<file path="config.mk">
export PLATFORM = sky130hd
export DESIGN_NAME = amp_ctrl_top
export DESIGN_NICKNAME = d
export VERILOG_FILES = /design/src/rtl/amp_ctrl_pkg.sv /design/src/rtl/duty_meter.sv /design/src/rtl/dc_hold_timer.sv /design/src/rtl/amp_ctrl_top.sv
export VERILOG_INCLUDE_DIRS = /design/src /design/src/rtl
export SDC_FILE = /design/constraint.sdc
export NUM_CORES = 1
export LEC_CHECK = 0
export BUFFER_PORTS_ARGS = -buffer_cell sky130_fd_sc_hd__buf_2
export CORE_AREA = 2 2 146 148
export DETAILED_ROUTE_END_ITERATION = 7
export DIE_AREA = 0 0 148 150
export HOLD_SLACK_MARGIN = 0.1
export PLACE_DENSITY = 0.6
export SLEW_MARGIN = 10
export SYNTH_ARGS = -nofsm -noshare
export SYNTH_HDL_FRONTEND = slang
export SYNTH_SLANG_ARGS = --single-unit
export TNS_END_PERCENT = 20
</file>
<file path="constraint.sdc">
create_clock -name CORE_CLK_I -period 4.4 [get_ports CORE_CLK_I]
set_clock_uncertainty 0.15 [all_clocks]
set_input_delay 0.88 -clock CORE_CLK_I [delete_from_list [all_inputs] [get_ports CORE_CLK_I]]
set_output_delay 0.88 -clock CORE_CLK_I [all_outputs]
set_load 0.005 [all_outputs]
</file>
<file path="src/rtl/amp_ctrl_consts.svh">
`ifndef AMP_CTRL_CONSTS_SVH
`define AMP_CTRL_CONSTS_SVH

// ****************************************************************
// Timing
// ****************************************************************
`define AMP_CLK_KHZ      200000
`define AMP_DC_TRIP_MS   420
`define AMP_DC_TRIP_CYC  (`AMP_DC_TRIP_MS * `AMP_CLK_KHZ)
`define AMP_WIN_CYC      8'd100
`define AMP_WIN_LAST     8'd99
// Window is 100 cycles, so a count equals a percentage
`define AMP_DC_IMB_CNT   9'd14

// ****************************************************************
// Thermal, gain
// ****************************************************************
`define AMP_TEMP_TRIP    8'd150
`define AMP_TEMP_HYST    8'd15
`define AMP_GAIN_00      6'd20
`define AMP_GAIN_01      6'd26
`define AMP_GAIN_10      6'd32
`define AMP_GAIN_11      6'd36

// ****************************************************************
// Register map
// ****************************************************************
`define AMP_REG_CTRL     12'h000
`define AMP_REG_STAT     12'h004
`define AMP_LIM_EN_BIT   0
`define AMP_LIM_LSB      8
`define AMP_LIM_MSB      15
`define AMP_LIM_RST      8'h64
`define AMP_ST_DC        0
`define AMP_ST_OC        1
`define AMP_ST_OT        2
`define AMP_ST_SD        3
`define AMP_ST_RUN       4
`define AMP_ST_GAIN_LSB  8
`define AMP_ST_GAIN_MSB  13

`endif

</file>
<file path="src/rtl/amp_ctrl_pkg.sv">
package amp_ctrl_pkg;

    typedef logic [5:0] gain_db_t;

    typedef enum logic [3:0] {
        ST_IDLE = 4'b0001,
        ST_RUN  = 4'b0010,
        ST_HIZ  = 4'b0100,
        ST_COOL = 4'b1000
    } amp_state_e;

    typedef enum logic [1:0] {
        POL_NONE = 2'b00,
        POL_POS  = 2'b01,
        POL_NEG  = 2'b10
    } dc_pol_e;

    typedef struct packed {
        logic [7:0] run_cnt;
        logic [7:0] last_cnt;
    } meter_s;

    typedef struct packed {
        dc_pol_e     prev;
        logic [31:0] acc;
        logic        trip;
    } hold_s;

    typedef struct packed {
        amp_state_e  st;
        logic        dc;
        logic        oc;
        logic        ot;
        logic [7:0]  win;
        logic        step;
        logic        lim_en;
        logic [7:0]  lim;
        gain_db_t    gain;
        logic        out_p;
        logic        out_n;
        logic        oe_p;
        logic        oe_n;
        logic        fault;
        logic [31:0] rdata;
        logic        slverr;
    } top_s;

endpackage : amp_ctrl_pkg

</file>
<file path="src/rtl/duty_meter.sv">
`timescale 1ns/1ps
`include "amp_ctrl_consts.svh"

module duty_meter (
    input  wire logic       clk_i,      // Core clock
    input  wire logic       rst_n_i,    // Sync reset, active low
    input  wire logic       pwm_i,      // Leg drive to measure
    input  wire logic       win_end_i,  // Last cycle of a window
    output logic      [7:0] run_cnt_o,  // High cycles so far
    output logic      [7:0] last_cnt_o  // High cycles of last window
);
    import amp_ctrl_pkg::*;

    meter_s s_ff;
    meter_s nxt_s;

    always_comb begin
        nxt_s = s_ff;
        if (win_end_i) begin
            nxt_s.last_cnt = s_ff.run_cnt + {7'h00, pwm_i};
            nxt_s.run_cnt  = 8'h00;
        end else begin
            nxt_s.run_cnt = s_ff.run_cnt + {7'h00, pwm_i};
        end
    end

    always_ff @(posedge clk_i) begin
        if (!rst_n_i) begin
            s_ff <= '0;
        end else begin
            s_ff <= nxt_s;
        end
    end

    assign run_cnt_o  = s_ff.run_cnt;
    assign last_cnt_o = s_ff.last_cnt;

endmodule : duty_meter

</file>
<file path="src/rtl/dc_hold_timer.sv">
`timescale 1ns/1ps
`include "amp_ctrl_consts.svh"

module dc_hold_timer #(
    parameter int unsigned TRIP_CYC = `AMP_DC_TRIP_CYC
) (
    input  wire logic                 clk_i,    // Core clock
    input  wire logic                 rst_n_i,  // Sync reset, active low
    input  wire logic                 step_i,   // One window judged
    input  wire logic                 clr_i,    // Bridge not running
    input  wire amp_ctrl_pkg::dc_pol_e pol_i,   // Polarity of that window
    output logic                      trip_o    // Imbalance held too long
);
    import amp_ctrl_pkg::*;

    hold_s s_ff;
    hold_s nxt_s;

    always_comb begin
        nxt_s = s_ff;
        if (clr_i) begin
            nxt_s.prev = POL_NONE;
            nxt_s.acc  = 32'h0;
        end else if (step_i) begin
            nxt_s.prev = pol_i;
            if (pol_i == POL_NONE) begin
                nxt_s.acc = 32'h0;
            end else if (pol_i != s_ff.prev) begin
                nxt_s.acc = {24'h0, `AMP_WIN_CYC};
            end else if (s_ff.acc <= TRIP_CYC) begin
                // Saturate just past the limit so the sum never wraps
                nxt_s.acc = s_ff.acc + {24'h0, `AMP_WIN_CYC};
            end
        end
        nxt_s.trip = (nxt_s.acc > TRIP_CYC);
    end

    always_ff @(posedge clk_i) begin
        if (!rst_n_i) begin
            s_ff <= '{prev: POL_NONE, default: '0};
        end else begin
            s_ff <= nxt_s;
        end
    end

    assign trip_o = s_ff.trip;

endmodule : dc_hold_timer

</file>
<file path="src/rtl/amp_ctrl_top.sv">
// Notes on behaviour
// RULE1 - Gain codes 00..11 give 20/26/32/36 dB
// RULE2 - First select pin is LSB, second MSB
// RULE3 - Shutdown low mutes bridge, idles; high runs
// RULE4 - Host always drives shutdown to defined level
// RULE5 - Host asserts shutdown before removing supply
// RULE6 - Over 14% imbalance, same polarity, 420 ms: fault
// RULE7 - Positive output: positive leg duty above half
// RULE8 - DC fault drives fault output low
// RULE9 - DC fault puts both legs high impedance
// RULE10 - DC fault held until bridge supply cycles
// RULE11 - Host holds shutdown during power-up settling
// RULE12 - Over-current latch drives fault output low
// RULE13 - Over-current latch holds legs high impedance
// RULE14 - Shutdown low then high clears over-current
// RULE15 - Fault tied to shutdown gives auto-recovery
// RULE16 - Die above 150 degrees: shut down outputs
// RULE17 - Thermal stop self-clears after 15 degrees cooling
// RULE18 - Thermal stop never asserts fault output
// RULE19 - Power limiter clamps duty to fixed maximum; here a CTRL register limit, reset 100, off until enabled
// RULE20 - Fault low while either latch set
//
// Our own choices: the APB register port and the address map.
`timescale 1ns/1ps
`include "amp_ctrl_consts.svh"

module amp_ctrl_top #(
    parameter int unsigned DC_TRIP_CYCLES = `AMP_DC_TRIP_CYC
) (
    input  wire logic                   CORE_CLK_I,          // Core clock, 200 MHz
    input  wire logic                   RESET_N_I,           // Sync reset, active low
    input  wire logic                   PSEL_I,              // APB select
    input  wire logic                   PENABLE_I,           // APB access phase
    input  wire logic                   PWRITE_I,            // APB write
    input  wire logic [11:0]            PADDR_I,             // APB byte address
    input  wire logic [31:0]            PWDATA_I,            // APB write data
    input  wire logic [3:0]             PSTRB_I,             // APB byte strobes
    output logic      [31:0]            PRDATA_O,            // APB read data
    output logic                        PREADY_O,            // APB ready
    output logic                        PSLVERR_O,           // APB error
    input  wire logic                   GAIN_SEL_LSB_I,      // Gain code bit 0
    input  wire logic                   GAIN_SEL_MSB_I,      // Gain code bit 1
    input  wire logic                   SHUTDOWN_N_I,        // Shutdown, active low
    input  wire logic                   BRIDGE_SUPPLY_OK_I,  // Bridge supply present
    input  wire logic                   SHORT_DETECT_I,      // Output over-current
    input  wire logic [7:0]             DIE_TEMP_I,          // Die temperature, deg C
    input  wire logic                   PWM_POS_I,           // Modulator positive leg
    input  wire logic                   PWM_NEG_I,           // Modulator negative leg
    output logic                        BRIDGE_OUT_POS_O,    // Positive leg level
    output logic                        BRIDGE_OUT_POS_OE_O, // Positive leg driven
    output logic                        BRIDGE_OUT_NEG_O,    // Negative leg level
    output logic                        BRIDGE_OUT_NEG_OE_O, // Negative leg driven
    output logic                        FAULT_N_O,           // Fault, open drain level
    output logic                        FAULT_N_OE_O,        // Fault pulled low
    output amp_ctrl_pkg::gain_db_t      GAIN_DB_O            // Selected gain in dB
);
    import amp_ctrl_pkg::*;

    localparam top_s RST_S = '{st: ST_IDLE, lim: `AMP_LIM_RST, default: '0};

    top_s        s_ff;
    top_s        nxt_s;
    logic [7:0]  run_cnt_p;
    logic [7:0]  run_cnt_n;
    logic [7:0]  last_cnt_p;
    logic [7:0]  last_cnt_n;
    logic        win_end;
    logic        dc_trip;
    dc_pol_e     win_pol;
    logic        apb_setup;
    logic        apb_access;
    logic        hit_ctrl;
    logic        hit_stat;
    logic        latch_any;
    logic        gate_p;
    logic        gate_n;
    logic [31:0] stat_word;

    // ************************************************************
    // Duty measurement and DC persistence
    // ************************************************************
    assign win_end = (s_ff.win == `AMP_WIN_LAST);

    duty_meter u_meter_pos (
        .clk_i      (CORE_CLK_I),
        .rst_n_i    (RESET_N_I),
        .pwm_i      (PWM_POS_I),
        .win_end_i  (win_end),
        .run_cnt_o  (run_cnt_p),
        .last_cnt_o (last_cnt_p)
    );

    duty_meter u_meter_neg (
        .clk_i      (CORE_CLK_I),
        .rst_n_i    (RESET_N_I),
        .pwm_i      (PWM_NEG_I),
        .win_end_i  (win_end),
        .run_cnt_o  (run_cnt_n),
        .last_cnt_o (last_cnt_n)
    );

    // RULE7 leg duty polarity
    always_comb begin
        win_pol = POL_NONE;
        if ({1'b0, last_cnt_p} > ({1'b0, last_cnt_n} + `AMP_DC_IMB_CNT)) begin
            win_pol = POL_POS;
        end else if ({1'b0, last_cnt_n} > ({1'b0, last_cnt_p} + `AMP_DC_IMB_CNT)) begin
            win_pol = POL_NEG;
        end
    end

    // RULE6 imbalance persistence
    dc_hold_timer #(
        .TRIP_CYC (DC_TRIP_CYCLES)
    ) u_dc_hold (
        .clk_i   (CORE_CLK_I),
        .rst_n_i (RESET_N_I),
        .step_i  (s_ff.step),
        .clr_i   (s_ff.st != ST_RUN),
        .pol_i   (win_pol),
        .trip_o  (dc_trip)
    );

    // ************************************************************
    // Register bus decode
    // ************************************************************
    assign apb_setup  = PSEL_I & ~PENABLE_I;
    assign apb_access = PSEL_I & PENABLE_I;
    assign hit_ctrl   = (PADDR_I == `AMP_REG_CTRL);
    assign hit_stat   = (PADDR_I == `AMP_REG_STAT);
    assign latch_any  = s_ff.dc | s_ff.oc;

    always_comb begin
        stat_word = 32'h0;
        stat_word[`AMP_ST_DC]  = s_ff.dc;
        stat_word[`AMP_ST_OC]  = s_ff.oc;
        stat_word[`AMP_ST_OT]  = s_ff.ot;
        stat_word[`AMP_ST_SD]  = ~SHUTDOWN_N_I;
        stat_word[`AMP_ST_RUN] = (s_ff.st == ST_RUN);
        stat_word[`AMP_ST_GAIN_MSB:`AMP_ST_GAIN_LSB] = s_ff.gain;
    end

    // RULE19 duty clamp
    assign gate_p = ~s_ff.lim_en | (run_cnt_p < s_ff.lim);
    assign gate_n = ~s_ff.lim_en | (run_cnt_n < s_ff.lim);

    // ************************************************************
    // Next state
    // ************************************************************
    always_comb begin
        nxt_s      = s_ff;
        nxt_s.win  = win_end ? 8'h00 : s_ff.win + 8'h01;
        nxt_s.step = win_end;

        // RULE1 gain decode
        // RULE2 select bit order
        case ({GAIN_SEL_MSB_I, GAIN_SEL_LSB_I})
            2'b00:   nxt_s.gain = `AMP_GAIN_00;
            2'b01:   nxt_s.gain = `AMP_GAIN_01;
            2'b10:   nxt_s.gain = `AMP_GAIN_10;
            default: nxt_s.gain = `AMP_GAIN_11;
        endcase

        // RULE16 thermal trip
        // RULE17 hysteresis release
        if (DIE_TEMP_I > `AMP_TEMP_TRIP) begin
            nxt_s.ot = 1'b1;
        end else if (DIE_TEMP_I <= (`AMP_TEMP_TRIP - `AMP_TEMP_HYST)) begin
            nxt_s.ot = 1'b0;
        end

        // RULE14 shutdown clears latch
        // Cleared during the low level, not on release: with the fault pin
        // tied back to shutdown the latch would otherwise never let go.
        if (SHORT_DETECT_I && (s_ff.st == ST_RUN)) begin
            nxt_s.oc = 1'b1;
        end else if (!SHUTDOWN_N_I) begin
            nxt_s.oc = 1'b0;
        end

        // RULE10 supply cycle clears
        if (dc_trip) begin
            nxt_s.dc = 1'b1;
        end else if (!BRIDGE_SUPPLY_OK_I) begin
            nxt_s.dc = 1'b0;
        end

        // RULE3 shutdown and recovery
        case (s_ff.st)
            ST_IDLE: begin
                if (latch_any) begin
                    nxt_s.st = ST_HIZ;
                end else if (s_ff.ot) begin
                    nxt_s.st = ST_COOL;
                end else if (SHUTDOWN_N_I && BRIDGE_SUPPLY_OK_I) begin
                    nxt_s.st = ST_RUN;
                end
            end
            ST_RUN: begin
                if (latch_any) begin
                    nxt_s.st = ST_HIZ;
                end else if (s_ff.ot) begin
                    nxt_s.st = ST_COOL;
                end else if (!SHUTDOWN_N_I || !BRIDGE_SUPPLY_OK_I) begin
                    nxt_s.st = ST_IDLE;
                end
            end
            ST_HIZ: begin
                if (!latch_any) begin
                    nxt_s.st = ST_IDLE;
                end
            end
            ST_COOL: begin
                if (latch_any) begin
                    nxt_s.st = ST_HIZ;
                end else if (!s_ff.ot) begin
                    nxt_s.st = ST_IDLE;
                end
            end
            default: nxt_s.st = ST_IDLE;
        endcase

        // RULE9 DC fault floats legs
        // RULE13 latch floats legs
        // Idle keeps legs driven low as a mute; faults and heat float them
        nxt_s.oe_p  = (nxt_s.st == ST_RUN) || (nxt_s.st == ST_IDLE);
        nxt_s.oe_n  = nxt_s.oe_p;
        nxt_s.out_p = (nxt_s.st == ST_RUN) & PWM_POS_I & gate_p;
        nxt_s.out_n = (nxt_s.st == ST_RUN) & PWM_NEG_I & gate_n;

        // RULE20 fault from either latch
        // RULE18 heat not reported
        nxt_s.fault = nxt_s.dc | nxt_s.oc;

        if (apb_setup) begin
            nxt_s.slverr = ~(hit_ctrl | hit_stat);
            nxt_s.rdata  = 32'h0;
            if (!PWRITE_I && hit_ctrl) begin
                nxt_s.rdata[`AMP_LIM_EN_BIT]            = s_ff.lim_en;
                nxt_s.rdata[`AMP_LIM_MSB:`AMP_LIM_LSB]  = s_ff.lim;
            end else if (!PWRITE_I && hit_stat) begin
                nxt_s.rdata = stat_word;
            end
        end
        if (apb_access && PWRITE_I && hit_ctrl) begin
            if (PSTRB_I[0]) begin
                nxt_s.lim_en = PWDATA_I[`AMP_LIM_EN_BIT];
            end
            if (PSTRB_I[1]) begin
                nxt_s.lim = PWDATA_I[`AMP_LIM_MSB:`AMP_LIM_LSB];
            end
        end
    end

    always_ff @(posedge CORE_CLK_I) begin
        if (!RESET_N_I) begin
            s_ff <= RST_S;
        end else begin
            s_ff <= nxt_s;
        end
    end

    // ************************************************************
    // Outputs
    // ************************************************************
    assign PREADY_O            = apb_access;
    assign PSLVERR_O           = apb_access & s_ff.slverr;
    assign PRDATA_O            = s_ff.rdata;
    assign BRIDGE_OUT_POS_O    = s_ff.out_p;
    assign BRIDGE_OUT_POS_OE_O = s_ff.oe_p;
    assign BRIDGE_OUT_NEG_O    = s_ff.out_n;
    assign BRIDGE_OUT_NEG_OE_O = s_ff.oe_n;
    // RULE15 open-drain fault pull
    assign FAULT_N_O           = 1'b0;
    // RULE8 DC fault on pin
    // RULE12 latch on pin
    assign FAULT_N_OE_O        = s_ff.fault;
    assign GAIN_DB_O           = s_ff.gain;
endmodule : amp_ctrl_top

</file>
==> results of run 1 <==
-- kinds of logic after synthesis --
logic type / count (synthesis) / synth area share, %
compound gates: 132 / 15.7
other cells: 1 / 0.0580
flops: 114 / 35.3
buf+inv: 90 / 7.68
fa+ha+maj: 43 / 8.32
mux: 22 / 3.41
xor+xnor: 48 / 6.50
simple gates: 298 / 23.0
-- placed cells by master, fill, tap and decap left out, drive strengths merged, types with 20 or more instances in the layout --
master	n
nand3	27
nor2	118
buf	71
xor2	28
mux2i	22
nand2	39
inv	33
a21oi	32
xnor2	20
and2	20
conb	21
dfxtp	114
ha	43
-- worst min-delay path by stage --
stage / startpoint / endpoint / slack, ns / depth (start not counted)
6_report: u_dc_hold.s_ff[32] / u_dc_hold.s_ff[32] / 0.31 / 2
5_1_grt: u_dc_hold.s_ff[32] / u_dc_hold.s_ff[32] / 0.34 / 2
4_1_cts: u_dc_hold.s_ff[32] / u_dc_hold.s_ff[32] / 0.31 / 2
3_5_place_dp: u_dc_hold.s_ff[32] / u_dc_hold.s_ff[32] / 0.30 / 2
3_3_place_gp: u_dc_hold.s_ff[32] / u_dc_hold.s_ff[32] / 0.28 / 2
2_1_floorplan: u_dc_hold.s_ff[32] / u_dc_hold.s_ff[32] / 0.27 / 2
-- power groups by stage --
stage                     clock (mW)  sequential [mW]  combinational (mW)
after floorplan                    0             1.08              0.0768
after global placement             0             1.08               0.101
after detailed placement           0             1.08               0.101
after CTS                       1.51             1.06               0.102
after global routing            1.56             1.06               0.115
final                           1.47             1.06               0.100
-- through the flow --
step           instance area (sq um)  utilization [%]
2_1_floorplan                   6540                -
3_3_place_gp                    6870             33.2
3_5_place_dp                    6870             33.2
4_1_cts                         7500             36.2
5_1_grt                         7500             36.3
6_report                        7500             36.3
-- cell type report --
type                       instances  area [sq um]
inverter                          29           109
tap                              275           344
clock buffer                      18           429
fill                            2167         13200
timing repair buffer              71           365
sequential                       114          2280
clock inverter                    14           201
multi-input combinational        564          3770
-- per-layer routing --
| layer | up-vias | wire length [um] | part of all wire, % |
|---|---|---|---|
| met5 | - | 0 | 0 |
| met4 | 0 | 266 | 1.8 |
| met3 | 25 | 689 | 4.5 |
| met2 | 113 | 7290 | 48 |
| met1 | 2544 | 6930 | 46 |
| li1 | 2702 | - | - |
-- state kept, by name (all words and copies together) (netlist names) --
| register | count |
|---|---|
| BRIDGE_OUT_NEG_O | 1 |
| BRIDGE_OUT_NEG_OE_O | 1 |
| BRIDGE_OUT_POS_O | 1 |
| FAULT_N_OE_O | 1 |
| GAIN_DB_O | 4 |
| PRDATA_O | 13 |
| s_ff | 26 |
| u_dc_hold.s_ff | 34 |
| u_dc_hold.trip_o | 1 |
| u_meter_neg.last_cnt_o | 8 |
| u_meter_neg.run_cnt_o | 8 |
| u_meter_pos.last_cnt_o | 8 |
| u_meter_pos.run_cnt_o | 8 |
-- worst max-delay path, delay by kind of cell, from the launching register on --
family                     cells  cell delay [ns]
DFF                            1             0.35
and+or+nand+nor                4             1.35
xor gates and xnor gates       1             0.15
AOI/OAI and AO/OA              7             1.61
adders and majority gates      1             0.27
-- repair_timing --
action | 4_1_cts | 5_1_grt
resized for setup | 0 | 1
setup endpoints to repair | 0 | 1
hold endpoints to repair | 0 | 0
==> impl_metrics.py, run 1 <==
metrics = {
    "outcome": {
        "status": "complete, no violations",
    },
    "sta": {
        "fin_ws_ns": 0.358,
        "final-setup-viol-count": 0,
        "slew-limit-headroom_pct": 42.5,
        "min_period_ns": 4.04,
        "fmax_mhz": 247,
        "whs_ns": 0.305,
        "post-route-period-util_pct": 91.9,
        "rsz0062_at_grt": "no",
        "worst_pin_slew_ns": 0.861,
        "finalSetupTns_ns": 0,
        "finalMaxSlewViolations": 0,
        "hold_viol": 0,
    },
    "synthesis": {
        "synthTopCellsByArea": "dfxtp_1, ha_1, nor2_1, buf_4, xor2_1",
        "synth_top_cell_by_area": "dfxtp_1",
        "synth.top_cells.by_count": "nor2_1, dfxtp_1, ha_1",
        "synth-edff-count": 0,
        "post_synth_num_cell_types": 70,
        "yosysWarnings": 0,
        "ys_seq_area_share_pct": 35.3,
        "synth.most_common_cell": "nor2_1",
        "syn_avg_cell_area_sq_um": 8.64,
        "synth_cells": 748,
        "synth.cell_area_sq_mm": 0.00646,
        "ys_seq_elements": 114,
        "yosys.area.top_type_share_pct": 35.3,
        "synth-async-reset-ratio_pct": 0,
        "ys.flop_type": "dfxtp_1",
    },
    "detailed_routing": {
        "vias_per_cell": 4.96,
        "postRouteAntennaNets": 0,
        "via_count": 5384,
        "routed_wl_mm": 15.2,
        "drc_errors": 0,
        "wl_per_cell_um": 14.0,
        "dr.pass1.iters": 5,
        "drtIter0Drc": 262,
    },
    "placement": {
        "io_buffers": 67,
        "pre_cts_ws_ns": 0.304,
        "place.gp.congestion": 0.851,
        "place_inst": 1053,
        "hpwlAfterDp_mm": 11.3,
    },
    "clock_tree": {
        "path_clk_slew_ns": 0.06,
        "post_cts_buffers": 0,
        "clock_sink_count": 114,
        "cts_hold_buf": 0,
        "clockBufferDepth": 2,
        "cts_buffers": 17,
        "root_buffer": "clkbuf_16",
        "clk_latency_ns": 0.42,
        "tritoncts": "yes",
        "h-tree-depth": 4,
    },
    "grt": {
        "grt_usage_pct": 14.4,
        "antenna_found_initial": 0,
        "globalRouteOverflowTotal": 0,
        "met1_usage_pct": 18.5,
        "grt_busiest_layer": "met2",
        "grt_max_degree": 31,
        "met2_usage_pct": 23.3,
        "use_met3_pct": 3.69,
        "first_global_vias": 5190,
        "grt_pass1_wl_mm": 25.9,
    },
    "worst_setup_path": {
        "timing.critical_path.from": "u_meter_neg.last_cnt_o[1]",
        "reg2reg_from": "u_meter_neg.last_cnt_o[1]",
        "reg2reg_slack_ns": 0.36,
        "rr_worst_depth": 13,
        "critPathKind": "register to register",
        "endpoint": "u_dc_hold.trip_o",
        "critical_path.cell_chain": "or3_1 -> nand3_1 -> xor2_1 -> ha_1 -> a21oi_1 -> o22ai_1 -> or4_1 -> a2111oi_4 -> o2111ai_2 -> a2111oi_2 -> o211ai_1 -> nor4_1 -> a211oi_2",
        "crit_slowest_cell": "a2111oi_2",
        "cp-end-kind": "register",
        "arrival_ns": 4.15,
        "critical_path_required_ns": 4.51,
        "crit_path_start_kind": "register",
        "worst-path-max-fanout": 5,
        "cpPeakStageDelay_ns": 0.48,
        "reg2reg_to": "u_dc_hold.trip_o",
    },
    "min_path": {
        "hold_path_class": "register to register",
    },
    "run": {
        "cap_violations": 0,
    },
    "pwr": {
        "p_leak_nw": 3.19,
        "combPwrFrac_pct": 3.8,
        "p_int_mw": 2.05,
        "p_clk_share_pct": 56.0,
        "p_total_mw": 2.63,
        "ir_worst_vdd_mv": 0.261,
        "swShare_pct": 22.3,
        "p_switching_uw": 588,
        "p_per_area_mw_per_mm2": 351,
        "seq_power_share_pct": 40.2,
    },
    "floorplan": {
        "dieHeight_um": 150,
        "fp.dieW_um": 148,
        "dieArea_sq_mm": 0.0222,
        "ioPinCount": 114,
        "rows": 53,
        "core_area_sq_mm": 0.0207,
        "start_util_pct": 31.2,
    },
    "final_layout": {
        "area_delta_synth_final_pct": 16.1,
        "diodes": 0,
        "layout.nets": 908,
        "fin_cells": 1085,
        "drive_gt1_share_pct": 15.6,
    },
}
(Power assumes the default switching activity.)
==> inputs of run 2 (changes only) <==
--- a/config.mk
+++ b/config.mk
@@ -6,10 +6,11 @@
 export SDC_FILE = /design/constraint.sdc
 export NUM_CORES = 1
 export LEC_CHECK = 0
+export ABC_AREA = 1
 export BUFFER_PORTS_ARGS = -buffer_cell sky130_fd_sc_hd__buf_2
-export CORE_AREA = 2 2 146 148
+export CORE_AREA = 2 2 151 153
 export DETAILED_ROUTE_END_ITERATION = 7
-export DIE_AREA = 0 0 148 150
+export DIE_AREA = 0 0 153 155
 export HOLD_SLACK_MARGIN = 0.1
 export PLACE_DENSITY = 0.6
 export SLEW_MARGIN = 10
==> impl_metrics.py, run 2 <==
metrics = {
    "floorplan": {
        "start_util_pct": 31.5,
        "core_area_sq_mm": 0.0222,
        "ioPinCount": 114,
        "dieHeight_um": 155,
        "rows": 55,
        "fp.dieW_um": 153,
        "dieArea_sq_mm": 0.0237,
    },
    "placement": {
        "hpwlAfterDp_mm": 12.3,
        "io_buffers": 67,
        "postPlaceCellArea_sq_mm": 0.00740,
        "pre_cts_ws_ns": 0.795,
        "place.gp.congestion": 0.823,
        "place_inst": 1332,
    },
    "synthesis": {
        "synth_cells": 1021,
        "synthTopCellsByArea": "dfxtp_1, nand2_1, ha_1, nor2_1, inv_1",
        "ys.flop_type": "dfxtp_1",
        "yosysWarnings": 0,
        "synth-async-reset-ratio_pct": 0,
        "synth.cell_area_sq_mm": 0.00700,
        "ys_seq_elements": 114,
        "synth-edff-count": 0,
        "syn_avg_cell_area_sq_um": 6.86,
        "yosys.area.top_type_share_pct": 32.6,
        "synth.most_common_cell": "nand2_1",
        "synth_top_cell_by_area": "dfxtp_1",
        "synth.top_cells.by_count": "nand2_1, nor2_1, inv_1",
        "ys_seq_area_share_pct": 32.6,
        "post_synth_num_cell_types": 51,
    },
    "detailed_routing": {
        "dr.pass1.iters": 6,
        "via_count": 6404,
        "routed_wl_mm": 16.8,
        "vias_per_cell": 4.70,
        "drtIter0Drc": 321,
        "postRouteAntennaNets": 0,
        "drc_errors": 0,
        "wl_per_cell_um": 12.3,
    },
    "grt": {
        "grt_pass1_wl_mm": 28.6,
        "grt_max_degree": 48,
        "globalRouteOverflowTotal": 0,
        "first_global_vias": 6002,
        "grt_usage_pct": 14.8,
        "antenna_found_initial": 0,
    },
    "clock_tree": {
        "h-tree-depth": 4,
        "tritoncts": "yes",
        "clock_sink_count": 114,
        "root_buffer": "clkbuf_16",
        "clockBufferDepth": 2,
        "clk_latency_ns": 0.43,
        "cts_hold_buf": 0,
        "cts_buffers": 17,
        "post_cts_buffers": 0,
        "post_cts_resized": 0,
        "path_clk_slew_ns": 0.06,
    },
    "min_path": {
        "worstHoldStart": "s_ff[54]",
        "hold_path_class": "register to register",
    },
    "pwr": {
        "p_total_mw": 2.62,
        "ir_worst_vdd_mv": 0.201,
        "p_int_mw": 2.00,
        "combPwrFrac_pct": 4.3,
        "p_leak_nw": 3.50,
        "seq_power_share_pct": 40.4,
        "swShare_pct": 23.5,
        "p_clk_share_pct": 55.3,
        "p_switching_uw": 616,
        "p_per_area_mw_per_mm2": 327,
    },
    "final_layout": {
        "multi_input_area_sq_mm": 0.00383,
        "fin_area_sq_mm": 0.00801,
        "mostFrequentLayoutCells": "nand2_1, nor2_1, inv_1",
        "top_register": "u_dc_hold.s_ff",
        "area_delta_synth_final_pct": 14.4,
        "diodes": 0,
        "drive_gt1_share_pct": 13.6,
        "fin_cells": 1363,
        "layout.nets": 1177,
        "fin_util_pct": 36.0,
        "final_common_cell": "nand2_1",
        "fill_cells": 2368,
        "regArea_sq_mm": 0.00228,
        "largest_reg_flops": 34,
    },
    "sta": {
        "hold_viol": 0,
        "finalSetupTns_ns": 0,
        "finalMaxSlewViolations": 0,
        "min_period_ns": 3.59,
        "post-route-period-util_pct": 81.5,
        "fin_ws_ns": 0.814,
        "whs_ns": 0.295,
        "rsz0062_at_grt": "no",
        "fmax_mhz": 279,
        "worst_pin_slew_ns": 0.901,
        "final-setup-viol-count": 0,
        "slew-limit-headroom_pct": 39.6,
    },
    "worst_setup_path": {
        "reg2reg_from": "u_meter_pos.last_cnt_o[1]",
        "crit_path_start_kind": "register",
        "timing.critical_path.from": "u_meter_pos.last_cnt_o[1]",
        "worst-path-max-fanout": 8,
        "cp-end-kind": "register",
        "critPathKind": "register to register",
        "arrival_ns": 3.74,
        "critical_path_required_ns": 4.56,
    },
    "outcome": {
        "status": "complete, no violations",
    },
    "run": {
        "cap_violations": 0,
    },
}
run 2: cell types whose count changed in the layout (fill, tap and decap cells not counted), sizes merged, moves of 13 or more:
cell / change
and2: -19
a21oi: +29
nand4: +14
inv: +113
nand3: +35
mux2i: -22
o22ai: +13
o21ai: +29
nand2: +166
nor2: +28
run 2: area by class of cell:
class | instances | share of cell area (%)
Sequential cell | 114 | 28.5
Multi-Input combinational cell | 717 | 47.8
Inverter | 140 | 6.59
Clock buffer | 18 | 5.48
Clock inverter | 13 | 2.17
Timing Repair Buffer | 76 | 5.03
Tap cell | 285 | 4.45
run 2: cell families after synthesis:
logic type | share of synthesized area, %
xor gates and xnor gates | 3.38
DFF | 32.6
adders and majority gates | 7.68
buffers and inverters | 13.8
and+or+nand+nor | 30.1
other | 0.0535
AOI/OAI and AO/OA | 12.4
run 2: worst max-delay path: stages (launching register included):
cell	delay [ns]
dfxtp_1	0.33
inv_1	0.08
ha_1	0.22
nand2_1	0.07
nand2_1	0.08
nor3_1	0.19
xor2_1	0.18
ha_1	0.26
nand4_1	0.12
nand2_1	0.08
a21oi_2	0.15
nand2_1	0.10
nand2_2	0.11
nand3_1	0.33
o21ai_1	0.25
nand2_1	0.08
nor2_1	0.22
nand2_1	0.08
nor2_1	0.16
nand3_1	0.09
nand2_1	0.06
nor2_1	0.05
run 2: power by group through the flow:
stage	registers [mW]	logic (mW)	clock network, mW
global route	1.06	0.133	1.52
floorplan	1.08	0.0861	0
global placement	1.08	0.113	0
detailed placement	1.08	0.115	0
finish	1.06	0.114	1.45
CTS	1.06	0.115	1.47
run 2: final timing paths:
path | endpoint | slack, ns | cells after the start
worst max register to register | u_dc_hold.trip_o | 0.81 | 21
worst max-delay path | u_dc_hold.trip_o | 0.81 | 21
worst min register to register | s_ff[54] | 0.30 | 1
worst min-delay path | s_ff[54] | 0.30 | 1
run 2: per-layer routing:
| metal | routed length [um] | track usage (%) | vias to the layer above |
|---|---|---|---|
| li1 | - | - | 3359 |
| met1 | 8050 | 19.0 | 2900 |
| met2 | 7780 | 24.2 | 116 |
| met3 | 656 | 3.54 | 29 |
| met4 | 335 | 5.56 | 0 |
| met5 | 0 | 0 | - |
